$ cat src/hw/mcec_pkg.sv
// constants and types shared by both ends of the command error checker
package mcec_pkg;
   // opcodes
   localparam logic [3:0] OP_POSITION_START = 4'h1;
   localparam logic [3:0] OP_X_AXIS_START = 4'h2;
   localparam logic [3:0] OP_Y_AXIS_START = 4'h3;
   localparam logic [3:0] OP_INTERP_START = 4'h4;
   localparam logic [3:0] OP_ORIGIN_SEARCH = 4'h5;
   localparam logic [3:0] OP_MANUAL_JOG = 4'h6;
   localparam logic [3:0] OP_ERROR_RESET = 4'h7;
   localparam logic [3:0] OP_STOP = 4'h8;
   localparam logic [3:0] OP_LAST = 4'h8;
   // operand fields
   localparam logic [7:0] OPND_MAX = 8'h63;
   localparam logic [1:0] AXIS_X = 2'h1;
   localparam logic [1:0] AXIS_Y = 2'h2;
   localparam logic [1:0] AXIS_XY = 2'h3;
   // write limits
   localparam logic [6:0] WR_MAX_WORDS = 7'h7F;
   localparam logic [15:0] WR_ADDR_LIMIT = 16'h0400;
   localparam logic [15:0] WR_DATA_LIMIT = 16'h9999;
   // error codes, decimal figures as printed
   localparam logic [7:0] ERR_NONE = 8'h00;
   localparam logic [7:0] ERR_OPCODE = 8'd30;
   localparam logic [7:0] ERR_OPND_COUNT = 8'd31;
   localparam logic [7:0] ERR_TIMING = 8'd32;
   localparam logic [7:0] ERR_INTERP_BUSY = 8'd33;
   localparam logic [7:0] ERR_OPND_UNDEF = 8'd40;
   localparam logic [7:0] ERR_OPND_FMT = 8'd41;
   localparam logic [7:0] ERR_NOT_INTERP = 8'd50;
   localparam logic [7:0] ERR_AXIS_DIS = 8'd51;
   localparam logic [7:0] ERR_ARC_SAME = 8'd52;
   localparam logic [7:0] ERR_ARC_NOEND = 8'd53;
   localparam logic [7:0] ERR_WR_ADDR = 8'd54;
   localparam logic [7:0] ERR_WR_LEN = 8'd55;
   localparam logic [7:0] ERR_WR_MOVING = 8'd56;
   localparam logic [7:0] ERR_WR_VALUE = 8'd57;
   localparam logic [7:0] ERR_WR_FMT = 8'd58;
   localparam logic [7:0] ERR_STROKE = 8'd59;
   localparam logic [7:0] ERR_SPEED0 = 8'd60;
   localparam logic [7:0] ERR_NO_ORIGIN = 8'd61;
   localparam logic [7:0] ERR_PARITY = 8'd70;
   localparam logic [7:0] ERR_FRAMING = 8'd71;
   localparam logic [7:0] ERR_OVERRUN = 8'd72;
   localparam logic [7:0] ERR_WORD_COUNT = 8'd80;
   // request kinds on the link
   typedef enum logic [1:0] {MCEC_REQ_CMD = 2'h0, MCEC_REQ_WRITE = 2'h1} mcec_kind_t;
   // device checker states, gray along idle->check->answer
   typedef enum logic [1:0] {MCEC_IDLE = 2'b00, MCEC_CHECK = 2'b01, MCEC_ANSWER = 2'b11}
      mcec_state_t;
   // true for opcodes that address a single axis
   function automatic logic mcec_single_axis(input logic [3:0] op);
      mcec_single_axis = (op == OP_X_AXIS_START) || (op == OP_Y_AXIS_START) ||
         (op == OP_MANUAL_JOG) || (op == OP_ORIGIN_SEARCH);
   endfunction : mcec_single_axis
   // required operand count for each opcode
   function automatic logic [2:0] mcec_opnd_need(input logic [3:0] op);
      case (op)
         OP_ERROR_RESET: mcec_opnd_need = 3'h0;
         OP_STOP: mcec_opnd_need = 3'h1;
         OP_INTERP_START: mcec_opnd_need = 3'h1;
         default: mcec_opnd_need = 3'h2;
      endcase
   endfunction : mcec_opnd_need
endpackage : mcec_pkg

$ cat src/hw/mcec_link_if.sv
// link between host controller and positioning unit checker
`timescale 1ns/1ps
interface mcec_link_if;
   logic req_valid;
   logic req_ready;
   logic [1:0] req_kind;
   logic [3:0] cmd_op;
   logic [2:0] cmd_opnd_cnt;
   logic [7:0] cmd_opnd;
   logic cmd_opnd_fmt_ok;
   logic [15:0] wr_addr;
   logic [7:0] wr_words;
   logic [15:0] wr_len;
   logic wr_data_ok;
   logic wr_fmt_ok;
   logic ack_valid;
   logic [7:0] ack_code;
   logic [7:0] status_code;
   logic err_latched;
   modport unit (input req_valid, req_kind, cmd_op, cmd_opnd_cnt, cmd_opnd,
      cmd_opnd_fmt_ok, wr_addr, wr_words, wr_len, wr_data_ok, wr_fmt_ok,
      output req_ready, ack_valid, ack_code, status_code, err_latched);
   modport host (output req_valid, req_kind, cmd_op, cmd_opnd_cnt, cmd_opnd,
      cmd_opnd_fmt_ok, wr_addr, wr_words, wr_len, wr_data_ok, wr_fmt_ok,
      input req_ready, ack_valid, ack_code, status_code, err_latched);
endinterface : mcec_link_if

$ cat src/hw/mcec_unit.sv
// positioning unit end: validates commands and writes, latches error codes
`timescale 1ns/1ps
module mcec_unit #(
   parameter logic [6:0] MAX_WORDS = mcec_pkg::WR_MAX_WORDS
) (
   // clock and reset
   input wire logic i_clk,
   input wire logic i_rst_b,
   input wire logic i_ce,
   // link to host
   mcec_link_if.unit link,
   // axis and data state from the motion core
   input wire logic i_x_moving,
   input wire logic i_y_moving,
   input wire logic i_interp_busy,
   input wire logic i_origin_set,
   input wire logic i_speed_zero,
   input wire logic i_stroke_over,
   input wire logic i_blk_is_interp,
   input wire logic i_blk_axis_dis,
   input wire logic i_arc_same_end,
   input wire logic i_arc_no_end,
   // serial peripheral fault pins
   input wire logic i_ser_parity_fail,
   input wire logic i_ser_frame_fail,
   input wire logic i_ser_overrun,
   // accepted request to the motion core: one-cycle pulses, opcode held until the next
   output logic o_exec,
   output logic [3:0] o_exec_op,
   output logic o_write_exec
);
   typedef struct packed {
      mcec_pkg::mcec_state_t st;
      logic [7:0] code;
      logic [7:0] status;
      logic latched;
      logic ack;
      logic exec;
      logic [3:0] exec_op;
      logic write_exec;
      logic is_write;
      logic [3:0] op;
      logic [2:0] cnt;
      logic [7:0] opnd;
      logic fmt_ok;
      logic [15:0] addr;
      logic [7:0] words;
      logic [15:0] len;
      logic data_ok;
      logic wfmt_ok;
   } mcec_unit_t;
   mcec_unit_t q, d;
   logic ser_fault;
   logic [7:0] ser_code;
   logic moving;
   logic [7:0] chk;
   mcec_serial_mon u_ser (
      .i_clk(i_clk),
      .i_rst_b(i_rst_b),
      .i_ce(i_ce),
      .i_parity_fail(i_ser_parity_fail),
      .i_frame_fail(i_ser_frame_fail),
      .i_overrun(i_ser_overrun),
      .o_fault(ser_fault),
      .o_code(ser_code)
   );
   // either axis in motion blocks writes and stopped-only commands
   assign moving = i_x_moving | i_y_moving;

   // check a captured command in priority order
   // motion and block inputs are read in the check cycle, not at the take edge
   always_comb
   begin
      chk = mcec_pkg::ERR_NONE;
      // write checks: word count first, so an oversize block never reaches the rest
      if (q.is_write)
      begin
         if (q.words > {1'b0, MAX_WORDS})
            chk = mcec_pkg::ERR_WORD_COUNT;
         else if (moving)
            chk = mcec_pkg::ERR_WR_MOVING;
         else if (q.addr >= mcec_pkg::WR_ADDR_LIMIT)
            chk = mcec_pkg::ERR_WR_ADDR;
         else if (q.len == 16'h0000 || q.len > {8'h00, q.words})
            chk = mcec_pkg::ERR_WR_LEN;
         else if (!q.data_ok)
            chk = mcec_pkg::ERR_WR_VALUE;
         else if (!q.wfmt_ok)
            chk = mcec_pkg::ERR_WR_FMT;
      end
      else if (q.op == 4'h0 || q.op > mcec_pkg::OP_LAST)
         chk = mcec_pkg::ERR_OPCODE;
      else if (q.cnt != mcec_pkg::mcec_opnd_need(q.op))
         chk = mcec_pkg::ERR_OPND_COUNT;
      else if (q.cnt != 3'h0 && q.opnd > mcec_pkg::OPND_MAX)
         chk = mcec_pkg::ERR_OPND_UNDEF;
      else if (q.cnt != 3'h0 && !q.fmt_ok)
         chk = mcec_pkg::ERR_OPND_FMT;
      else if (i_interp_busy && mcec_pkg::mcec_single_axis(q.op))
         chk = mcec_pkg::ERR_INTERP_BUSY;
      else if (moving && q.op != mcec_pkg::OP_STOP && q.op != mcec_pkg::OP_ERROR_RESET)
         chk = mcec_pkg::ERR_TIMING;
      // block data checks only for interpolation start
      else if (q.op == mcec_pkg::OP_INTERP_START)
      begin
         if (!i_blk_is_interp)
            chk = mcec_pkg::ERR_NOT_INTERP;
         else if (i_blk_axis_dis)
            chk = mcec_pkg::ERR_AXIS_DIS;
         else if (i_arc_same_end)
            chk = mcec_pkg::ERR_ARC_SAME;
         else if (i_arc_no_end)
            chk = mcec_pkg::ERR_ARC_NOEND;
         else if (i_stroke_over)
            chk = mcec_pkg::ERR_STROKE;
      end
      else if ((q.op == mcec_pkg::OP_X_AXIS_START || q.op == mcec_pkg::OP_Y_AXIS_START) &&
         i_stroke_over)
         chk = mcec_pkg::ERR_STROKE;
      else if ((q.op == mcec_pkg::OP_POSITION_START || q.op == mcec_pkg::OP_ORIGIN_SEARCH ||
         q.op == mcec_pkg::OP_MANUAL_JOG) && i_speed_zero)
         chk = mcec_pkg::ERR_SPEED0;
      else if (q.op == mcec_pkg::OP_POSITION_START && !i_origin_set)
         chk = mcec_pkg::ERR_NO_ORIGIN;
   end

   // request capture, check, answer and error latch
   always_comb
   begin
      d = q;
      d.ack = 1'b0;
      d.exec = 1'b0;
      d.write_exec = 1'b0;
      case (q.st)
         mcec_pkg::MCEC_IDLE:
         begin
            // capture every field; the kind decides which ones are checked
            if (link.req_valid)
            begin
               d.is_write = (link.req_kind == mcec_pkg::MCEC_REQ_WRITE);
               d.op = link.cmd_op;
               d.cnt = link.cmd_opnd_cnt;
               d.opnd = link.cmd_opnd;
               d.fmt_ok = link.cmd_opnd_fmt_ok;
               d.addr = link.wr_addr;
               d.words = link.wr_words;
               d.len = link.wr_len;
               d.data_ok = link.wr_data_ok;
               d.wfmt_ok = link.wr_fmt_ok;
               d.st = mcec_pkg::MCEC_CHECK;
            end
         end
         mcec_pkg::MCEC_CHECK:
         begin
            d.code = chk;
            d.ack = 1'b1;
            // nothing reaches the motion core while chk holds an error
            if (chk != mcec_pkg::ERR_NONE)
            begin
               d.status = chk;
               d.latched = 1'b1;
            end
            else if (!q.is_write && q.op == mcec_pkg::OP_ERROR_RESET)
            begin
               d.status = mcec_pkg::ERR_NONE;
               d.latched = 1'b0;
            end
            else if (q.is_write)
               d.write_exec = 1'b1;
            else
            begin
               d.exec = 1'b1;
               d.exec_op = q.op;
            end
            d.st = mcec_pkg::MCEC_ANSWER;
         end
         // one busy cycle lets the host drop its request before ready returns
         mcec_pkg::MCEC_ANSWER:
            d.st = mcec_pkg::MCEC_IDLE;
         default:
            d.st = mcec_pkg::MCEC_IDLE;
      endcase
      // serial faults latch on their own and win over a reset in the same cycle
      if (ser_fault)
      begin
         d.status = ser_code;
         d.latched = 1'b1;
      end
   end
   // state register
   always_ff @(posedge i_clk)
   begin
      if (!i_rst_b)
         q <= '0;
      else if (i_ce)
         q <= d;
   end

   // ready follows the idle state only
   assign link.req_ready = (q.st == mcec_pkg::MCEC_IDLE);
   // answer and latched status straight from the state register
   assign link.ack_valid = q.ack;
   assign link.ack_code = q.code;
   assign link.status_code = q.status;
   assign link.err_latched = q.latched;
   // execution pulses and opcode for the motion core
   assign o_exec = q.exec;
   assign o_exec_op = q.exec_op;
   assign o_write_exec = q.write_exec;
endmodule : mcec_unit

$ cat src/hw/mcec_serial_mon.sv
// serial peripheral link monitor, reports line faults as error codes
`timescale 1ns/1ps
module mcec_serial_mon (
   // clock and reset
   input wire logic i_clk,
   input wire logic i_rst_b,
   input wire logic i_ce,
   // raw fault flags from the serial receiver pins
   input wire logic i_parity_fail,
   input wire logic i_frame_fail,
   input wire logic i_overrun,
   // reported fault, high for as long as a synchronized fault flag stands, with code
   output logic o_fault,
   output logic [7:0] o_code
);
   typedef struct packed {
      logic [2:0] s1;
      logic [2:0] s2;
      logic fault;
      logic [7:0] code;
   } mcec_ser_t;
   mcec_ser_t q, d;
   // two-stage sync then priority encode of the faults
   always_comb
   begin
      d = q;
      d.s1 = {i_overrun, i_frame_fail, i_parity_fail};
      d.s2 = q.s1;
      d.fault = |q.s2;
      if (q.s2[0])
         d.code = mcec_pkg::ERR_PARITY;
      else if (q.s2[1])
         d.code = mcec_pkg::ERR_FRAMING;
      else if (q.s2[2])
         d.code = mcec_pkg::ERR_OVERRUN;
      else
         d.code = mcec_pkg::ERR_NONE;
   end
   // state register
   always_ff @(posedge i_clk)
   begin
      if (!i_rst_b)
         q <= '0;
      else if (i_ce)
         q <= d;
   end
   assign o_fault = q.fault;
   assign o_code = q.code;
endmodule : mcec_serial_mon

$ cat src/flat_wrapper.sv
// flat-port wrapper written by rule: the top's interface ports become plain ports
module mcec_unit_flat 
#(
   parameter logic [6:0] MAX_WORDS = mcec_pkg::WR_MAX_WORDS
)
  (i_clk, i_rst_b, i_ce, i_x_moving, i_y_moving, i_interp_busy, i_origin_set, i_speed_zero, i_stroke_over, i_blk_is_interp, i_blk_axis_dis, i_arc_same_end, i_arc_no_end, i_ser_parity_fail, i_ser_frame_fail, i_ser_overrun, o_exec, o_exec_op, o_write_exec, link_req_valid, link_req_kind, link_cmd_op, link_cmd_opnd_cnt, link_cmd_opnd, link_cmd_opnd_fmt_ok, link_wr_addr, link_wr_words, link_wr_len, link_wr_data_ok, link_wr_fmt_ok, link_req_ready, link_ack_valid, link_ack_code, link_status_code, link_err_latched);
  mcec_link_if link_i ();
  input wire logic i_clk;
  input wire logic i_rst_b;
  input wire logic i_ce;
  input wire logic i_x_moving;
  input wire logic i_y_moving;
  input wire logic i_interp_busy;
  input wire logic i_origin_set;
  input wire logic i_speed_zero;
  input wire logic i_stroke_over;
  input wire logic i_blk_is_interp;
  input wire logic i_blk_axis_dis;
  input wire logic i_arc_same_end;
  input wire logic i_arc_no_end;
  input wire logic i_ser_parity_fail;
  input wire logic i_ser_frame_fail;
  input wire logic i_ser_overrun;
  output logic o_exec;
  output logic [3:0] o_exec_op;
  output logic o_write_exec;
  input wire logic [$bits(link_i.req_valid)-1:0] link_req_valid;
  input wire logic [$bits(link_i.req_kind)-1:0] link_req_kind;
  input wire logic [$bits(link_i.cmd_op)-1:0] link_cmd_op;
  input wire logic [$bits(link_i.cmd_opnd_cnt)-1:0] link_cmd_opnd_cnt;
  input wire logic [$bits(link_i.cmd_opnd)-1:0] link_cmd_opnd;
  input wire logic [$bits(link_i.cmd_opnd_fmt_ok)-1:0] link_cmd_opnd_fmt_ok;
  input wire logic [$bits(link_i.wr_addr)-1:0] link_wr_addr;
  input wire logic [$bits(link_i.wr_words)-1:0] link_wr_words;
  input wire logic [$bits(link_i.wr_len)-1:0] link_wr_len;
  input wire logic [$bits(link_i.wr_data_ok)-1:0] link_wr_data_ok;
  input wire logic [$bits(link_i.wr_fmt_ok)-1:0] link_wr_fmt_ok;
  output wire logic [$bits(link_i.req_ready)-1:0] link_req_ready;
  output wire logic [$bits(link_i.ack_valid)-1:0] link_ack_valid;
  output wire logic [$bits(link_i.ack_code)-1:0] link_ack_code;
  output wire logic [$bits(link_i.status_code)-1:0] link_status_code;
  output wire logic [$bits(link_i.err_latched)-1:0] link_err_latched;
  assign link_i.req_valid = link_req_valid;
  assign link_i.req_kind = link_req_kind;
  assign link_i.cmd_op = link_cmd_op;
  assign link_i.cmd_opnd_cnt = link_cmd_opnd_cnt;
  assign link_i.cmd_opnd = link_cmd_opnd;
  assign link_i.cmd_opnd_fmt_ok = link_cmd_opnd_fmt_ok;
  assign link_i.wr_addr = link_wr_addr;
  assign link_i.wr_words = link_wr_words;
  assign link_i.wr_len = link_wr_len;
  assign link_i.wr_data_ok = link_wr_data_ok;
  assign link_i.wr_fmt_ok = link_wr_fmt_ok;
  assign link_req_ready = link_i.req_ready;
  assign link_ack_valid = link_i.ack_valid;
  assign link_ack_code = link_i.ack_code;
  assign link_status_code = link_i.status_code;
  assign link_err_latched = link_i.err_latched;
  mcec_unit #(.MAX_WORDS(MAX_WORDS)) u_core (.i_clk(i_clk), .i_rst_b(i_rst_b), .i_ce(i_ce), .link(link_i), .i_x_moving(i_x_moving), .i_y_moving(i_y_moving), .i_interp_busy(i_interp_busy), .i_origin_set(i_origin_set), .i_speed_zero(i_speed_zero), .i_stroke_over(i_stroke_over), .i_blk_is_interp(i_blk_is_interp), .i_blk_axis_dis(i_blk_axis_dis), .i_arc_same_end(i_arc_same_end), .i_arc_no_end(i_arc_no_end), .i_ser_parity_fail(i_ser_parity_fail), .i_ser_frame_fail(i_ser_frame_fail), .i_ser_overrun(i_ser_overrun), .o_exec(o_exec), .o_exec_op(o_exec_op), .o_write_exec(o_write_exec));
endmodule
$ cat config.mk
export PLATFORM = sky130hd
export DESIGN_NAME = mcec_unit_flat
export DESIGN_NICKNAME = d
export VERILOG_FILES = /design/src/hw/mcec_pkg.sv /design/src/hw/mcec_link_if.sv /design/src/hw/mcec_unit.sv /design/src/hw/mcec_serial_mon.sv /design/src/flat_wrapper.sv
export SDC_FILE = /design/constraint.sdc
export NUM_CORES = 1
export LEC_CHECK = 0
export BUFFER_PORTS_ARGS = -buffer_cell sky130_fd_sc_hd__buf_2
export CAP_MARGIN = 20
export CORE_MARGIN = 5
export CORE_UTILIZATION = 35
export DETAILED_ROUTE_END_ITERATION = 10
export PLACE_DENSITY = 0.63
export SKIP_LAST_GASP = 1
export SLEW_MARGIN = 10
export SYNTH_ARGS = -nofsm -noshare
export SYNTH_HDL_FRONTEND = slang
export SYNTH_HIERARCHICAL = 1
export SYNTH_SLANG_ARGS = --single-unit
$ cat constraint.sdc
create_clock -name i_clk -period 3.37 [get_ports i_clk]
set_input_delay 0.674 -clock i_clk [delete_from_list [all_inputs] [get_ports i_clk]]
set_output_delay 0.674 -clock i_clk [all_outputs]
set_load 0.02 [all_outputs]
* Word level (Yosys, flattened, before mapping)
Index checks and enable logic that the tools add are counted.
Storage, ports and cells: register bits after elaboration 100, bits in latches 0, RAM bits 0, memory bits (read-only) 0, input port bits 77, memories 0
Cells by class: add/subtract/negate cells 0, multiply operators 0, divide/modulo/power cells 0, order comparisons 5, equality and inequality tests 14, shifts and indexed selects 0, multiplexer cells 38, bitwise operators 4, reduce and logical (&&, ||, !) cells 33
Operators with widths (number):
- 2-to-1 mux 8 bit | 19
- 2-to-1 mux 6 bit | 5
- 2-to-1 mux 9 bit | 3
- 2-to-1 mux 7 bit | 3
- equality test 4 x 3 -> 1 bit (second input constant) | 4
- >= comparator 16 x 11 -> 1 bit (second input constant) | 1
- greater-than comparator 16 x 8 -> 1 bit | 1
- greater-than comparator 8 x 7 -> 1 bit (second input constant) | 2
- zero test 16 bit | 1
- 2-to-1 mux 16 bit | 1
- logical AND 1 bit | 9
- equality test 4 x 2 -> 1 bit (second input constant) | 2
- case mux 2 bit (2 select lines) | 2
- nonzero test 8 bit | 1
- logical OR 1 bit | 7
- 2-to-1 mux 3 bit | 2
- AND reduction 3 bit | 2
- nonzero test 3 bit | 2
- 2-to-1 mux 5 bit | 1
- AND reduction 5 bit | 1
- equality test 2 x 1 -> 1 bit (second input constant) | 2
- equality test 4 x 1 -> 1 bit (second input constant) | 1
- equality test 4 bit (second input constant) | 1
- greater-than comparator 4 bit (second input constant) | 1
- 15 further kinds | 20

* Logic depth before layout (Yosys ltp)
word-level depth 18, depth in mapped cells 9

* By module
The synthesis kept the hierarchy.
By module, submodules not included:
- mcec_unit | instances 1, cells each 491, area each 3823.7 um^2
- mcec_serial_mon | instances 1, cells each 49, area each 485.5 um^2

* Worst setup path after synthesis
No wires, ideal clock.
path kind input to register, start point input port i_y_moving, end point register u_core.q, in the netlist u_core/link.status_code[3], setup time 0.121 ns, arrival 2.360 ns, slack 0.889 ns, stages on the path 7, buffers on the path 0, path through nor4bb_1 -> nor2b_1 -> nand3_1 -> nor3_2 -> o221ai_2 -> o21ai_4 -> mux2_4
Between the ends: word-level cells in the longest chain between the ends 14
Ends and longest elaborated chain:
- start, declared | line flat_wrapper.sv:12 | input wire logic i_y_moving;
- bitwise OR 1 bit * | line mcec_unit.sv:68 | assign moving = i_x_moving | i_y_moving;
- logical AND 1 bit (2 in series) | line mcec_unit.sv:101 | else if (moving && q.op != mcec_pkg::OP_STOP && q.op != mcec_pkg::OP_ERROR_RESET)
- 2-to-1 mux 8 bit | line mcec_unit.sv:101
- 2-to-1 mux 8 bit | line mcec_unit.sv:99 | else if (i_interp_busy && mcec_pkg::mcec_single_axis(q.op))
- 2-to-1 mux 8 bit | line mcec_unit.sv:97 | else if (q.cnt != 3'h0 && !q.fmt_ok)
- 2-to-1 mux 8 bit | line mcec_unit.sv:95 | else if (q.cnt != 3'h0 && q.opnd > mcec_pkg::OPND_MAX)
- 2-to-1 mux 8 bit | line mcec_unit.sv:93 | else if (q.cnt != mcec_pkg::mcec_opnd_need(q.op))
- 2-to-1 mux 8 bit | line mcec_unit.sv:91 | else if (q.op == 4'h0 || q.op > mcec_pkg::OP_LAST)
- 2-to-1 mux 8 bit * | line mcec_unit.sv:76 | if (q.is_write)
- nonzero test 8 bit | line mcec_unit.sv:158 | if (chk != mcec_pkg::ERR_NONE)
- 2-to-1 mux 9 bit | line mcec_unit.sv:158
- 2-to-1 mux 16 bit | line mcec_unit.sv:134 | case (q.st)
- 2-to-1 mux 9 bit | line mcec_unit.sv:184 | if (ser_fault)
- end signal, assigned | line mcec_unit.sv:194 | q <= '0;
- end signal, assigned | line mcec_unit.sv:196 | q <= d;
- end, declared | line mcec_unit.sv:52 | mcec_unit_t q, d;
Every way passes the cells marked *; elsewhere a longest branch is shown, timed or not. The select of a mux whose other input is x is not followed. A chain may end at the register's enable or synchronous reset.

* Worst setup path after layout
start point register u_core/q[57] in the netlist's numbering, end point register u_core.q, in the netlist u_core/link.status_code[3]
Between the ends: word-level cells in the longest chain between the ends 18
Ends and longest elaborated chain:
- equality test 4 x 1 -> 1 bit or equality test 4 x 3 -> 1 bit (tied branches) | line mcec_unit.sv:120, mcec_unit.sv:123, mcec_pkg.sv:54
- logical OR 1 bit (2 in series) | line mcec_unit.sv:120 | else if ((q.op == mcec_pkg::OP_POSITION_START || q.op == mcec_pkg::OP_ORIGIN_SEARCH ||
- logical AND 1 bit | line mcec_unit.sv:121 | q.op == mcec_pkg::OP_MANUAL_JOG) && i_speed_zero)
- 2-to-1 mux 8 bit | line mcec_unit.sv:120
- 2-to-1 mux 8 bit | line mcec_unit.sv:117 | else if ((q.op == mcec_pkg::OP_X_AXIS_START || q.op == mcec_pkg::OP_Y_AXIS_START) &&
- 2-to-1 mux 8 bit | line mcec_unit.sv:104 | else if (q.op == mcec_pkg::OP_INTERP_START)
- 2-to-1 mux 8 bit | line mcec_unit.sv:101
- 2-to-1 mux 8 bit | line mcec_unit.sv:99
- 2-to-1 mux 8 bit | line mcec_unit.sv:97
- 2-to-1 mux 8 bit | line mcec_unit.sv:95
- 2-to-1 mux 8 bit | line mcec_unit.sv:93
- 2-to-1 mux 8 bit | line mcec_unit.sv:91
- 2-to-1 mux 8 bit | line mcec_unit.sv:76
- nonzero test 8 bit | line mcec_unit.sv:158
- 2-to-1 mux 9 bit | line mcec_unit.sv:158
- 2-to-1 mux 16 bit | line mcec_unit.sv:134
- 2-to-1 mux 9 bit | line mcec_unit.sv:184
Parallel ways exist; a longest one is shown, timed or not. The select of a mux whose other input is x is not followed.

==> out/metrics.yaml <==
outcome:
  outcome: "completed"
synth:
  synth_cell_type_count: 68
  async_flop_share_pct: 0
  ys.warnings.count: 6
  synth_common_cells: "nand2_1 (114), dfxtp_1 (83), a21oi_1 (74), nor2_1 (32), buf_4 (29)"
  synth.area.top_cells: "dfxtp_1 (39%), nand2_1 (9.9%), a21oi_1 (8.6%)"
  synth_edf_count: 0
  ys_seq_area_share_pct: 38.56
  ys_ff_latch: 83
  synth.most_common_cell: "nand2_1"
  yosys.area.top_type: "dfxtp_1"
  synth_flop_cell: "dfxtp_1"
  syn_area_per_cell_sq_um: 7.980
  netlist_area_sq_mm: 0.004309
  synth_cells: 540
  yosysTopAreaCellShare_pct: 38.56
place:
  dp_cells: 746
  hpwl_mm: 7.987
  placed_cell_area_sq_mm: 0.004681
  port_buffers: 88
  place.gp.congestion: 0.8480
final_layout:
  nFillCells: 1262
  final_cells: 762
  antenna_cells: 0
  final_nets: 674
  final_cell_area_sq_mm: 0.004969
  fin_util_pct: 41.19
  drive_gt1_share_pct: 22.39
  area_growth_syn_to_layout_pct: 15.30
clock_network:
  cts_resized: 0
  numCtsBuffers: 9
  clock_sinks: 83
  postCtsHoldBufs: 0
  clk-insertion-delay-late_ns: 0.33
  cts_root_buf: "clkbuf_16"
  htreeDepth: 3
  cts.clk_slew.worst_paths_ns: 0.06
  postCtsSetupRepairBufs: 0
  clock_path_buffers: 2
  cts_tree: "built"
die:
  rows: 40
  coreArea_sq_mm: 0.01206
  fp.dieW_um: 121.0
  die_area_sq_mm: 0.01463
  die_h_um: 121.0
  ioPinCount: 102
  initial_core_util_pct: 35.73
timing:
  drv_slew: 0
  fin_crit_sh_pct: 80.36
  grt_setup_unrepaired: "no"
  hold_viol_final: 0
  tightest_slew_ns: 0.7202
  fin_tns_setup_ns: 0
  skew_ns: 0.008673
  fmax_ghz: 0.3693
  finalSetupViolCount: 0
  slew-limit-headroom_pct: 50.75
  period_minus_slack_ns: 2.708
global_route:
  antenna_found_initial: 1
  grt.overflow.total: 0
  grt_max_degree: 63
  grt_pass1_vias: 3730
  grt_pass1_wl_mm: 17.76
  grt_use_total_pct: 14.98
route:
  postRouteAntennaNets: 0
  drt-total-wl_mm: 10.54
  detail_route.first_pass.iterations: 5
  first_iter_violations: 241
  vias: 3751
  wl_per_cell_um: 13.83
  drc: 0
  viasPerCell: 4.923
setup_path:
  path_class: "flop to flop"
  worstPathMaxFanout: 15
  cp-start-kind: "flop"
  cp-end-kind: "flop"
  arrival_ns: 2.93
  crit_required_ns: 3.59
pwr:
  power_leakage_nw: 1.965
  p_per_area_mw_per_mm2: 471.1
  ir_drop_uv: 298.0
min_path:
  hp-class: "flop to flop"
flow_run:
  cap_violations: 0
## path summary, 6_finish.rpt
| check | startpoint | end | slack [ns] | cells past startpoint |
|---|---|---|---|---|
| setup / recovery | u_core/q[57]$_SDFFE_PN0P_ | u_core/link.status_code[3]$_SDFFE_PN0P_ | 0.66 | 7 |
| hold / removal | u_core/q[24]$_SDFFE_PN0P_ | u_core/q[24]$_SDFFE_PN0P_ | 0.45 | 2 |
| setup reg to reg | u_core/q[57]$_SDFFE_PN0P_ | u_core/link.status_code[3]$_SDFFE_PN0P_ | 0.66 | 7 |
| hold reg to reg | u_core/q[24]$_SDFFE_PN0P_ | u_core/q[24]$_SDFFE_PN0P_ | 0.45 | 2 |
## worst max-delay path: stages (launching register included)
cell	delay [ns]
dfxtp_1	0.66
xor2_1	0.22
a2111oi_4	0.38
o211ai_2	0.22
a32oi_2	0.27
o211ai_2	0.17
o21ai_4	0.35
mux2_4	0.33
## power by group
group | internal [W] | total (W) | switching (W)
sequential | 0.00102 | 0.00106 | 0.0000362
combinational | 0.000131 | 0.000327 | 0.000196
clock | 0.000575 | 0.000955 | 0.000380
## through the flow
stage	worst slack (ns)	power (W)	hold slack [ns]
after detailed placement	0.4552	0.001409	0.4468
after global placement	0.5516	0.001399	0.4383
final	0.6620	0.002341	0.4527
after global routing	0.4232	0.002467	0.4727
after CTS	0.6605	0.002377	0.4551
after floorplan	0.8887	0.001315	0.4308
## metal layers
metal	vias to the layer above	global-route usage, %	routed length, um
met4	2	4.320	112
met3	11	4.336	559
li1	1940	-	-
met5	-	0	7
met1	1713	19.06	4880
met2	85	24.63	4977
## layout by cell type (no fill, tap or decap), types with 5 or more instances in the layout
master and instances:
nand3_1 10, mux2i_1 13, nor3_1 5, dfxtp_1 83
buf_2 88, nand2b_1 12, a21oi_1 74, a211oi_1 8
ha_1 8, nor2_1 32, inv_1 15, nand2_1 114
o21ai_0 16, nor3_2 6, buf_4 8, clkbuf_16 9
## kinds of logic after synthesis
| family | after synthesis | synth area share [%] |
|---|---|---|
| buffers and inverters | 76 | 9.437 |
| AOI/OAI and AO/OA | 138 | 20.91 |
| adders and majority gates | 8 | 2.323 |
| DFF | 83 | 38.56 |
| xor gates and xnor gates | 3 | 0.6099 |
| other | 2 | 0.1743 |
| and+or+nand+nor | 216 | 24.62 |
| muxes | 14 | 3.368 |
## cell type report
| cell class | instances | area (sq um) | share of cell area, % |
|---|---|---|---|
| well taps | 168 | 210.2 | 4.231 |
| clock buffers | 12 | 236.5 | 4.760 |
| multi-input cells | 383 | 2248 | 45.25 |
| repair buffers | 96 | 500.5 | 10.07 |
| clock inverters | 4 | 51.30 | 1.032 |
| flip-flops and latches | 83 | 1662 | 33.44 |
| inverters | 16 | 60.06 | 1.209 |
## flip-flops by register name (all words and copies together) (netlist names)
name	cells
u_core/q	49
u_core/u_ser/q	3
u_core/u_ser/o_code	4
u_core/link.err_latched	1
u_core/u_ser/o_fault	1
u_core/o_write_exec	1
u_core/u_ser/d	3
u_core/link.status_code	8
u_core/link.ack_valid	1
u_core/o_exec	1
u_core/o_exec_op	4
u_core/link.ack_code	7
Note: power is estimated with default switching activity, not from simulation.
